## src/shared/fsec_pkg.sv

```systemverilog
// Package with constants and types for the flash erase sequencing controller.
// Operation
// - Host masks reserved status bit 0 whenever it polls status.
// - Block erase: poll bit 7 after 70H, then 20H, then D0H in block.
// - Host may chain block erasures and check status after each or all.
// - Chip erase: 30H then D0H at any address, poll bit 7 until ready.
// - After the final erase the host writes FFH for read-array mode.
// - On any error the host issues clear-status before retrying; the code clears only after an error seen in the check of a checked order.
package fsec_pkg;

  // Command bytes written to the device.
  localparam logic [7:0] CMD_READ_STATUS = 8'h70;
  localparam logic [7:0] CMD_BLOCK_SETUP = 8'h20;
  localparam logic [7:0] CMD_CHIP_SETUP = 8'h30;
  localparam logic [7:0] CMD_CONFIRM = 8'hD0;
  localparam logic [7:0] CMD_CLEAR_STATUS = 8'h50;
  localparam logic [7:0] CMD_READ_ARRAY = 8'hFF;

  // Status bit positions.
  localparam int ST_READY = 7;
  localparam int ST_ERASE_SUSP = 6;
  localparam int ST_ERASE_ERR = 5;
  localparam int ST_WRITE_ERR = 4;
  localparam int ST_SUPPLY_LOW = 3;
  localparam int ST_WRITE_SUSP = 2;
  localparam int ST_PROTECT = 1;
  localparam logic [7:0] ST_VALID_MASK = 8'hFE;

  // Bus timing, in ns and derived cycles at 100 MHz.
  localparam int CLK_PERIOD_NS = 10;
  localparam int WE_PULSE_NS = 50;
  localparam int RD_ACCESS_NS = 90;
  localparam int WE_CYC = (WE_PULSE_NS + CLK_PERIOD_NS - 1) / CLK_PERIOD_NS;
  localparam int RD_CYC = (RD_ACCESS_NS + CLK_PERIOD_NS - 1) / CLK_PERIOD_NS;
  localparam logic [3:0] WE_CYC_W = 4'(WE_CYC);
  localparam logic [3:0] RD_CYC_W = 4'(RD_CYC);

  // Address width of the parallel bus.
  localparam int AW = 20;

  // One bus access toward the device.
  typedef struct packed {
    logic wr;
    logic [AW-1:0] addr;
    logic [7:0] data;
  } fsec_access_t;

  // Error summary from the full status check.
  typedef struct packed {
    logic seq_err;
    logic erase_err;
    logic supply_low;
    logic protect;
  } fsec_err_t;

  // Sequencer states, Gray along the main path.
  typedef enum logic [3:0] {
    S_IDLE = 4'h0,
    S_POLL0 = 4'h1,
    S_SETUP = 4'h3,
    S_CONFIRM = 4'h2,
    S_POLL1 = 4'h6,
    S_CHECK = 4'h7,
    S_CLEAR = 4'h5,
    S_ARRAY = 4'h4,
    S_DONE = 4'hC
  } fsec_state_t;

endpackage : fsec_pkg

```

## src/rtl/fsec_bus.sv

```systemverilog
`timescale 1ns/1ps
// Single bus cycle engine driving the asynchronous parallel flash pins.
module fsec_bus (
  // Clock and reset.
  input wire logic clock,
  input wire logic rst,
  // Access request and reply.
  input wire logic req,
  input wire fsec_pkg::fsec_access_t acc,
  output logic busy,
  output logic done,
  output logic [7:0] rdata,
  // Flash pins.
  output logic ce_n,
  output logic oe_n,
  output logic we_n,
  output logic [fsec_pkg::AW-1:0] addr,
  output logic [7:0] dq_o,
  output logic dq_oe,
  input wire logic [7:0] dq_i
);

  logic [3:0] cnt_ff;
  logic active_ff;
  logic wr_ff;
  wire last = (cnt_ff == 4'h1);

  // One access: strobe held for the timed count, data captured at its end.
  always_ff @(posedge clock or posedge rst) begin
    if (rst) begin
      cnt_ff <= 4'h0;
      active_ff <= 1'b0;
      wr_ff <= 1'b0;
      done <= 1'b0;
      rdata <= 8'h00;
      ce_n <= 1'b1;
      oe_n <= 1'b1;
      we_n <= 1'b1;
      addr <= '0;
      dq_o <= 8'h00;
      dq_oe <= 1'b0;
    end else begin
      done <= 1'b0;
      // Release the data bus one cycle after the write strobe rose, to keep hold time.
      if (done) begin
        dq_oe <= 1'b0;
      end
      if (!active_ff && req) begin
        active_ff <= 1'b1;
        wr_ff <= acc.wr;
        cnt_ff <= acc.wr ? fsec_pkg::WE_CYC_W : fsec_pkg::RD_CYC_W;
        addr <= acc.addr;
        dq_o <= acc.data;
        dq_oe <= acc.wr;
        ce_n <= 1'b0;
        we_n <= !acc.wr;
        oe_n <= acc.wr;
      end else if (active_ff) begin
        cnt_ff <= cnt_ff - 4'h1;
        if (last) begin
          active_ff <= 1'b0;
          done <= 1'b1;
          ce_n <= 1'b1;
          we_n <= 1'b1;
          oe_n <= 1'b1;
          if (!wr_ff) begin
            rdata <= dq_i;
          end
        end
      end
    end
  end

  // Busy covers the whole strobe, so a new access can never overlap the last one.
  assign busy = active_ff;

endmodule : fsec_bus

```

## src/rtl/fsec_ctrl.sv

```systemverilog
`timescale 1ns/1ps
// Host controller that sequences block and full chip erase on the flash.
module fsec_ctrl (
  // Clock and reset.
  input wire logic clock,
  input wire logic rst,
  // User orders.
  input wire logic start,
  input wire logic chip_erase,
  input wire logic [fsec_pkg::AW-1:0] block_addr,
  input wire logic last_op,
  input wire logic check_each,
  // User results.
  output logic ready,
  output logic op_done,
  output logic [7:0] status,
  output fsec_pkg::fsec_err_t errors,
  // Flash pins.
  output logic ce_n,
  output logic oe_n,
  output logic we_n,
  output logic [fsec_pkg::AW-1:0] addr,
  output logic [7:0] dq_o,
  output logic dq_oe,
  input wire logic [7:0] dq_i,
  input wire logic ready_busy_n
);

  fsec_pkg::fsec_state_t state_ff, nxt_state;
  logic issued_ff;
  logic step_ff;
  logic chip_ff;
  logic last_ff;
  logic check_ff;
  logic [fsec_pkg::AW-1:0] blk_ff;
  logic [7:0] sts_ff;
  fsec_pkg::fsec_err_t err_ff;
  logic bus_busy;
  logic bus_done;
  logic [7:0] bus_rdata;
  fsec_pkg::fsec_access_t acc;

  // Status byte with the reserved bit masked, as polled.
  function automatic logic [7:0] masked(input logic [7:0] s);
    masked = s & fsec_pkg::ST_VALID_MASK;
  endfunction : masked

  wire [7:0] rd_sts = masked(bus_rdata);
  wire dev_ready = rd_sts[fsec_pkg::ST_READY];
  wire seq_err = rd_sts[fsec_pkg::ST_ERASE_ERR] & rd_sts[fsec_pkg::ST_WRITE_ERR];
  wire any_err = |(rd_sts & 8'h3A);
  wire in_read = (state_ff == fsec_pkg::S_POLL0) || (state_ff == fsec_pkg::S_POLL1);
  wire req = !bus_busy && !issued_ff && (state_ff != fsec_pkg::S_IDLE)
    && (state_ff != fsec_pkg::S_DONE) && (state_ff != fsec_pkg::S_CHECK);

  // Access chosen by state: one write of 70H, then reads while polling.
  always_comb begin
    acc.wr = 1'b1;
    acc.addr = '0;
    acc.data = fsec_pkg::CMD_READ_STATUS;
    case (state_ff)
      fsec_pkg::S_POLL0, fsec_pkg::S_POLL1: begin
        acc.wr = step_ff;
      end
      fsec_pkg::S_SETUP: begin
        acc.data = chip_ff ? fsec_pkg::CMD_CHIP_SETUP : fsec_pkg::CMD_BLOCK_SETUP;
      end
      fsec_pkg::S_CONFIRM: begin
        acc.data = fsec_pkg::CMD_CONFIRM;
        acc.addr = chip_ff ? '0 : blk_ff;
      end
      fsec_pkg::S_CLEAR: begin
        acc.data = fsec_pkg::CMD_CLEAR_STATUS;
      end
      fsec_pkg::S_ARRAY: begin
        acc.data = fsec_pkg::CMD_READ_ARRAY;
      end
      default: begin
        acc.wr = 1'b1;
      end
    endcase
  end

  // Next state; a busy device (bit 7 low) keeps the poll reading.
  always_comb begin
    nxt_state = state_ff;
    case (state_ff)
      fsec_pkg::S_IDLE: begin
        if (start) begin
          nxt_state = fsec_pkg::S_POLL0;
        end
      end
      fsec_pkg::S_POLL0: begin
        if (bus_done && !step_ff && dev_ready) begin
          nxt_state = fsec_pkg::S_SETUP;
        end
      end
      fsec_pkg::S_SETUP: begin
        if (bus_done) begin
          nxt_state = fsec_pkg::S_CONFIRM;
        end
      end
      fsec_pkg::S_CONFIRM: begin
        if (bus_done) begin
          nxt_state = fsec_pkg::S_POLL1;
        end
      end
      fsec_pkg::S_POLL1: begin
        if (bus_done && !step_ff && dev_ready && ready_busy_n) begin
          nxt_state = fsec_pkg::S_CHECK;
        end
      end
      fsec_pkg::S_CHECK: begin
        // Unchecked erasures leave the flags in the device so that they accumulate.
        if (any_err && check_ff) begin
          nxt_state = fsec_pkg::S_CLEAR;
        end else if (last_ff) begin
          nxt_state = fsec_pkg::S_ARRAY;
        end else begin
          nxt_state = fsec_pkg::S_DONE;
        end
      end
      fsec_pkg::S_CLEAR: begin
        if (bus_done) begin
          nxt_state = last_ff ? fsec_pkg::S_ARRAY : fsec_pkg::S_DONE;
        end
      end
      fsec_pkg::S_ARRAY: begin
        if (bus_done) begin
          nxt_state = fsec_pkg::S_DONE;
        end
      end
      fsec_pkg::S_DONE: begin
        nxt_state = fsec_pkg::S_IDLE;
      end
      default: begin
        nxt_state = fsec_pkg::S_IDLE;
      end
    endcase
  end

  // State, order latch and poll step; step 1 is the 70H write, step 0 a read.
  always_ff @(posedge clock or posedge rst) begin
    if (rst) begin
      state_ff <= fsec_pkg::S_IDLE;
      issued_ff <= 1'b0;
      step_ff <= 1'b1;
      chip_ff <= 1'b0;
      last_ff <= 1'b0;
      check_ff <= 1'b1;
      blk_ff <= '0;
    end else begin
      state_ff <= nxt_state;
      issued_ff <= (nxt_state == state_ff) && (issued_ff || req) && !bus_done;
      if (nxt_state != state_ff) begin
        step_ff <= 1'b1;
      end else if (bus_done && in_read) begin
        step_ff <= 1'b0;
      end
      if (state_ff == fsec_pkg::S_IDLE && start) begin
        chip_ff <= chip_erase;
        last_ff <= last_op;
        check_ff <= check_each | chip_erase | last_op;
        blk_ff <= block_addr;
      end
    end
  end

  // Results; error flags accumulate across chained erasures until cleared.
  always_ff @(posedge clock or posedge rst) begin
    if (rst) begin
      sts_ff <= 8'h80;
      err_ff <= '0;
      ready <= 1'b1;
      op_done <= 1'b0;
    end else begin
      ready <= (nxt_state == fsec_pkg::S_IDLE);
      op_done <= (state_ff == fsec_pkg::S_DONE);
      if (bus_done && in_read && !step_ff) begin
        sts_ff <= rd_sts;
      end
      if (state_ff == fsec_pkg::S_CHECK && check_ff) begin
        err_ff.seq_err <= err_ff.seq_err | seq_err;
        err_ff.erase_err <= err_ff.erase_err | rd_sts[fsec_pkg::ST_ERASE_ERR];
        err_ff.supply_low <= err_ff.supply_low | rd_sts[fsec_pkg::ST_SUPPLY_LOW];
        err_ff.protect <= err_ff.protect | rd_sts[fsec_pkg::ST_PROTECT];
      end else if (state_ff == fsec_pkg::S_IDLE && start
                   && (chip_erase | check_each | last_op)) begin
        err_ff <= '0;
      end
    end
  end

  assign status = sts_ff;
  assign errors = err_ff;

  fsec_bus u_bus (
    .clock(clock),
    .rst(rst),
    .req(req),
    .acc(acc),
    .busy(bus_busy),
    .done(bus_done),
    .rdata(bus_rdata),
    .ce_n(ce_n),
    .oe_n(oe_n),
    .we_n(we_n),
    .addr(addr),
    .dq_o(dq_o),
    .dq_oe(dq_oe),
    .dq_i(dq_i)
  );
endmodule : fsec_ctrl

```

## config.mk

```make
export PLATFORM = sky130hd
export DESIGN_NAME = fsec_ctrl
export DESIGN_NICKNAME = d
export VERILOG_FILES = /design/src/shared/fsec_pkg.sv /design/src/rtl/fsec_bus.sv /design/src/rtl/fsec_ctrl.sv
export SDC_FILE = /design/constraint.sdc
export NUM_CORES = 1
export LEC_CHECK = 0
export CAP_MARGIN = 20
export CORE_UTILIZATION = 50
export CTS_CLUSTER_SIZE = 25
export DETAILED_ROUTE_END_ITERATION = 8
export DONT_BUFFER_PORTS = 1
export SKIP_LAST_GASP = 1
export SYNTH_ARGS = -nofsm -noshare
export SYNTH_HDL_FRONTEND = slang
export SYNTH_HIERARCHICAL = 1
export SYNTH_SLANG_ARGS = --single-unit
export TNS_END_PERCENT = 10
```

## constraint.sdc

```tcl
create_clock -name clock -period 4.6 [get_ports clock]
set_clock_uncertainty 0.15 [all_clocks]
set_input_delay 0.92 -clock clock [delete_from_list [all_inputs] [get_ports clock]]
set_output_delay 0.92 -clock clock [all_outputs]
set_load 0.05 [all_outputs]
```

==> impl_metrics.env, run 1 <==
export IMPL_syn_area_per_cell_sq_um=13.2
export IMPL_fin_util=0.561
export IMPL_insertedDiodeCount=0
export IMPL_worst_setup_path_start_kind="flop"
export IMPL_end_kind="flop"
export IMPL_cap_violations=0
export IMPL_timing_rr_start="state_ff[3]$_DFF_PP0_"
export IMPL_numPortBuffers=0
export IMPL_die_height_microns=90.8
export IMPL_setup_ws_ns=1.51
export IMPL_finalCritPeriodShare=0.671
export IMPL_ys_warnings_count=6
export IMPL_remaining_drc_errors=0
export IMPL_clock_root_buffer="clkbuf_8"
export IMPL_numCtsBuffers=9
export IMPL_met2_usage=0.321
export IMPL_syn_inst=298
export IMPL_gr_usage_met1=0.213
export IMPL_die_x_microns=90.8
export IMPL_dp_hpwl_microns=4620
export IMPL_crit_fanout=28
export IMPL_pre_cts_ws_ns=1.51
export IMPL_synth_area_sq_um=3940
export IMPL_p_leak_uw=0.00193
export IMPL_fin_tns_setup_ns=0
export IMPL_r2r_end="u_bus/addr[13]$_DFFE_PP0P_"
export IMPL_routabilityCongestion=0.751
export IMPL_worst_slew_pin_slew_ns=0.927
export IMPL_rsz0062_at_grt="no"
export IMPL_max_freq_ghz=0.324
export IMPL_rows=31
export IMPL_first_pass_iters=4
export IMPL_placed_area_sq_um=3970
export IMPL_fin_nets=330
export IMPL_track_usage=0.188
export IMPL_vias_per_cell=5.61
export IMPL_outcome="complete, no violations"
export IMPL_cts_setup_buffers=0
export IMPL_worst_r2r_setup_slack_ns=1.51
export IMPL_area_growth_pct=6.04
export IMPL_antenna_left=0
export IMPL_powerDensity_nw_per_um2=654
export IMPL_ir_drop_mv=0.249
export IMPL_grt_pass1_wl_microns=12100
export IMPL_antenna_found_initial=0
export IMPL_grt_max_degree=47
export IMPL_layout_drive_gt1_share=0.343
export IMPL_grtUsageMet3=0.0859
export IMPL_core_area_sq_um=7450
export IMPL_wl_microns=7010
export IMPL_multiInputGateArea_sq_um=1570
export IMPL_cp_arrival_ns=3.17
export IMPL_cts_resized=0
export IMPL_dieArea_sq_um=8240
export IMPL_htree_levels=3
export IMPL_finalSetupViolations=0
export IMPL_syn_num_nets=335
export IMPL_design_area_sq_um=4180
export IMPL_cts_max_path_buffers=2
export IMPL_rr_worst_depth=5
export IMPL_clock_sinks=88
export IMPL_insertion_delay_ns=0.35
export IMPL_hold_slack_ns=0.257
export IMPL_slew_violations=0
export IMPL_initial_core_util=0.529
export IMPL_path_class="flop to flop"
export IMPL_fin_crit_ns=3.09
export IMPL_cp_required_ns=4.69
export IMPL_overflow=0
export IMPL_slew_limit_headroom=0.381
export IMPL_top_usage_layer="met2"
export IMPL_cts_tree="yes"
export IMPL_n_fill_cell=660
export IMPL_pin_count=81
export IMPL_dr_first_iter_drc_count=139
export IMPL_regArea_sq_um=2210
export IMPL_hold_viol_final=0
export IMPL_cts_hold_buffers=0
export IMPL_clk_pin_slew_ns=0.08
export IMPL_hp_class="input pin to async pin"
export IMPL_routedWlPerCell_microns=17.7
export IMPL_grt_pass1_vias=2423
export IMPL_dr_total_vias=2222
-- routing by layer --
layer	share of wire	vias to the layer above	wire length, microns
met3	0.084	4	591
met5	0	-	0
met4	0.0070	0	49
li1	-	1035	-
met2	0.50	64	3530
met1	0.40	1119	2840
-- how the worst max path moves through the flow --
stage	start	endpoint	slack, ns	depth (start not counted)
2_1_floorplan	state_ff[2]$_DFF_PP0_	u_bus/addr[0]$_DFFE_PP0P_	2.24	8
3_3_place_gp	state_ff[3]$_DFF_PP0_	u_bus/addr[12]$_DFFE_PP0P_	1.52	5
3_5_place_dp	state_ff[3]$_DFF_PP0_	u_bus/addr[8]$_DFFE_PP0P_	1.51	5
4_1_cts	state_ff[3]$_DFF_PP0_	u_bus/dq_o[2]$_DFFE_PP0P_	1.49	5
5_1_grt	state_ff[3]$_DFF_PP0_	u_bus/dq_o[2]$_DFFE_PP0P_	1.29	5
6_report	state_ff[3]$_DFF_PP0_	u_bus/addr[13]$_DFFE_PP0P_	1.51	5
-- power by group --
| part | total (uW) | switching (uW) | internal (uW) | leakage, uW |
|---|---|---|---|---|
| clock network | 509 | 261 | 248 | 0.0000883 |
| logic | 637 | 251 | 386 | 0.000736 |
| registers | 1590 | 538 | 1050 | 0.00111 |
| total | 2730 | 1050 | 1680 | 0.00193 |
-- critical path, stage by stage, from the launching register on --
cell      delay (ns)
dfrtp_1         0.75
and4b_1         0.32
a211oi_1        0.60
nor2b_4         0.37
buf_4           0.39
mux2_2          0.38
-- flip-flops by register name (all words and copies together) (netlist names), 4 cells and up --
register	flops
blk_ff	20
u_bus/addr	20
u_bus/dq_o	8
status	7
u_bus/rdata	7
errors	4
state_ff	4
u_bus/cnt_ff	4
-- layout make-up --
cell class / instances / share of cell area
clock buffers: 10 / 0.0306
flip-flops and latches: 88 / 0.529
inverters: 11 / 0.00989
well taps: 99 / 0.0297
clock inverters: 5 / 0.0141
multi-input cells: 179 / 0.376
repair buffers: 4 / 0.0102
-- through the flow --
step / instances / total power, uW
2_1_floorplan: 298 / 2130
3_3_place_gp: 380 / 2220
3_5_place_dp: 380 / 2250
4_1_cts: 395 / 2770
5_1_grt: 396 / 2910
6_report: 396 / 2730
-- layout by cell type (no fill, tap or decap), drive strengths merged, types with 4 or more instances in the layout --
cell	instances
dfstp	7
o21ai	5
a21oi	6
mux2	65
nand3	6
clkbuf	10
nor3	7
nand2	6
and2	24
buf	4
dfrtp	81
inv	11
nor2b	4
nor2	8
Note: power is estimated with default switching activity, not from simulation.
==> inputs of run 2 (changes only) <==
PLACE_DENSITY = 0.68   (was unset)
clock period = 2.65 ns   (was 4.6 ns; I/O delays follow)
==> run 2 against run 1 <==
  * Critical path depth fell by 1
  * Sequential cell count did not move
  * Sequential power rose by 69%
  * Non-clock buffer count rose by 11
  * Critical endpoint is now status[2]$_DFFE_PP0P_
==> impl_metrics.env, run 2 (same netlist as run 1, synthesis figures left out) <==
export IMPL_layout_common_cells="dfrtp_1 (81), mux2_2 (51), and2_1 (23)"
export IMPL_finalSetupViolations=0
export IMPL_core_area_sq_um=7450
export IMPL_die_x_microns=90.8
export IMPL_wl_microns=7420
export IMPL_hp_class="input pin to async pin"
export IMPL_routabilityCongestion=0.785
export IMPL_grt_pass1_wl_microns=12400
export IMPL_antenna_left=0
export IMPL_outcome="complete, no violations"
export IMPL_clk_pin_slew_ns=0.09
export IMPL_top_regs="blk_ff (20), u_bus/addr (20), u_bus/dq_o (8)"
export IMPL_die_height_microns=90.8
export IMPL_fin_crit_ns=2.25
export IMPL_worst_path_max_delay_cell="or4b_1"
export IMPL_routedWlPerCell_microns=18.2
export IMPL_max_stage_delay_ns=0.74
export IMPL_finalCritPeriodShare=0.848
export IMPL_final_common_cell="dfrtp_1"
export IMPL_dieArea_sq_um=8240
export IMPL_path_class="flop to flop"
export IMPL_powerDensity_nw_per_um2=1160
export IMPL_slew_limit_headroom=0.396
export IMPL_layout_drive_gt1_share=0.362
export IMPL_cpLargestDelayFamily="simple AND/OR/NAND/NOR gates"
export IMPL_numPortBuffers=0
export IMPL_ir_drop_mv=0.415
export IMPL_cts_setup_buffers=0
export IMPL_vias_per_cell=5.65
export IMPL_clock_sinks=88
export IMPL_cts_max_path_buffers=2
export IMPL_pin_count=81
export IMPL_worst_slew_pin_slew_ns=0.905
export IMPL_rows=31
export IMPL_end_kind="flop"
export IMPL_fin_nets=341
export IMPL_dp_hpwl_microns=5170
export IMPL_area_growth_pct=8.58
export IMPL_initial_core_util=0.529
export IMPL_path_cells="nor2b_1, a21oi_1, or4b_1, mux2_4"
export IMPL_rr_worst_depth=4
export IMPL_cp_required_ns=2.74
export IMPL_numCtsBuffers=9
export IMPL_antenna_found_initial=0
export IMPL_cts_tree="yes"
export IMPL_cp_depth=4
export IMPL_cap_violations=0
export IMPL_p_leak_uw=0.00200
export IMPL_fin_tns_setup_ns=0
export IMPL_worst_setup_path_start_kind="flop"
export IMPL_critPathBufInv=0
export IMPL_remaining_drc_errors=0
export IMPL_grt_pass1_vias=2409
export IMPL_htree_levels=3
export IMPL_crit_fanout=7
export IMPL_slew_violations=0
export IMPL_insertion_delay_ns=0.35
export IMPL_rsz0062_at_grt="no"
export IMPL_clock_root_buffer="clkbuf_8"
export IMPL_fin_util=0.574
export IMPL_max_freq_ghz=0.445
export IMPL_dr_total_vias=2305
export IMPL_hold_viol_final=0
export IMPL_grt_max_degree=43
export IMPL_track_usage=0.194
export IMPL_overflow=0
export IMPL_first_pass_iters=5
export IMPL_cp_arrival_ns=2.34
export IMPL_dr_first_iter_drc_count=102
export IMPL_insertedDiodeCount=0
==> run 2: area by class of cell <==
cell class | count | area (sq um)
clock buffers | 11 | 131
clock inverters | 5 | 82.6
fillers | 624 | 3170
inverters | 11 | 41.3
multi-input cells | 179 | 1570
flip-flops and latches | 88 | 2210
well taps | 99 | 124
repair buffers | 15 | 115
==> run 2: timing repair <==
| action | CTS | global route |
|---|---|---|
| endpoints found under the setup margin | 0 | 0 |
| resized for setup | 0 | 0 |
| hold endpoints to repair | 24 | 0 |
| hold buffers | 1 | 0 |
==> run 2: where the power goes <==
group	leakage (uW)	switching, uW	internal [uW]
registers	0.00111	869	1820
clock network	0.000108	462	536
logic	0.000786	542	721
==> run 2: final timing paths <==
check | start | slack [ns] | endpoint
max in group asynchronous | rst | 1.09 | u_bus/oe_n$_DFFE_PP1P_
worst min register to register | check_ff$_DFFE_PP1P_ | 0.33 | check_ff$_DFFE_PP1P_
worst max register to register | state_ff[1]$_DFF_PP0_ | 0.40 | status[2]$_DFFE_PP0P_
worst min-delay path | rst | 0.08 | blk_ff[13]$_DFFE_PP0P_
worst max-delay path | state_ff[1]$_DFF_PP0_ | 0.40 | status[2]$_DFFE_PP0P_
min in group clock | dq_i[4] | 0.16 | u_bus/rdata[4]$_DFFE_PP0P_
==> run 2: routing by layer <==
metal	up-vias	GRT usage	part of all wire
met2	70	0.306	0.48
met1	1171	0.248	0.43
met3	9	0.0665	0.074
met4	0	0.0712	0.015
met5	-	0	0
li1	1055	-	-
==> run 2: through the flow <==
step | cells | worst slack [ns] | cell area (sq um) | hold slack (ns) | total power (uW)
final | 408 | 0.402 | 4280 | 0.0847 | 4950
after floorplan | 298 | 0.289 | 3940 | 0.301 | 3690
after detailed placement | 391 | 0.443 | 4050 | 0.324 | 3990
after global routing | 408 | 0.317 | 4280 | 0.143 | 5230
after global placement | 391 | 0.447 | 4050 | 0.313 | 3930
after CTS | 408 | 0.425 | 4280 | 0.114 | 5000
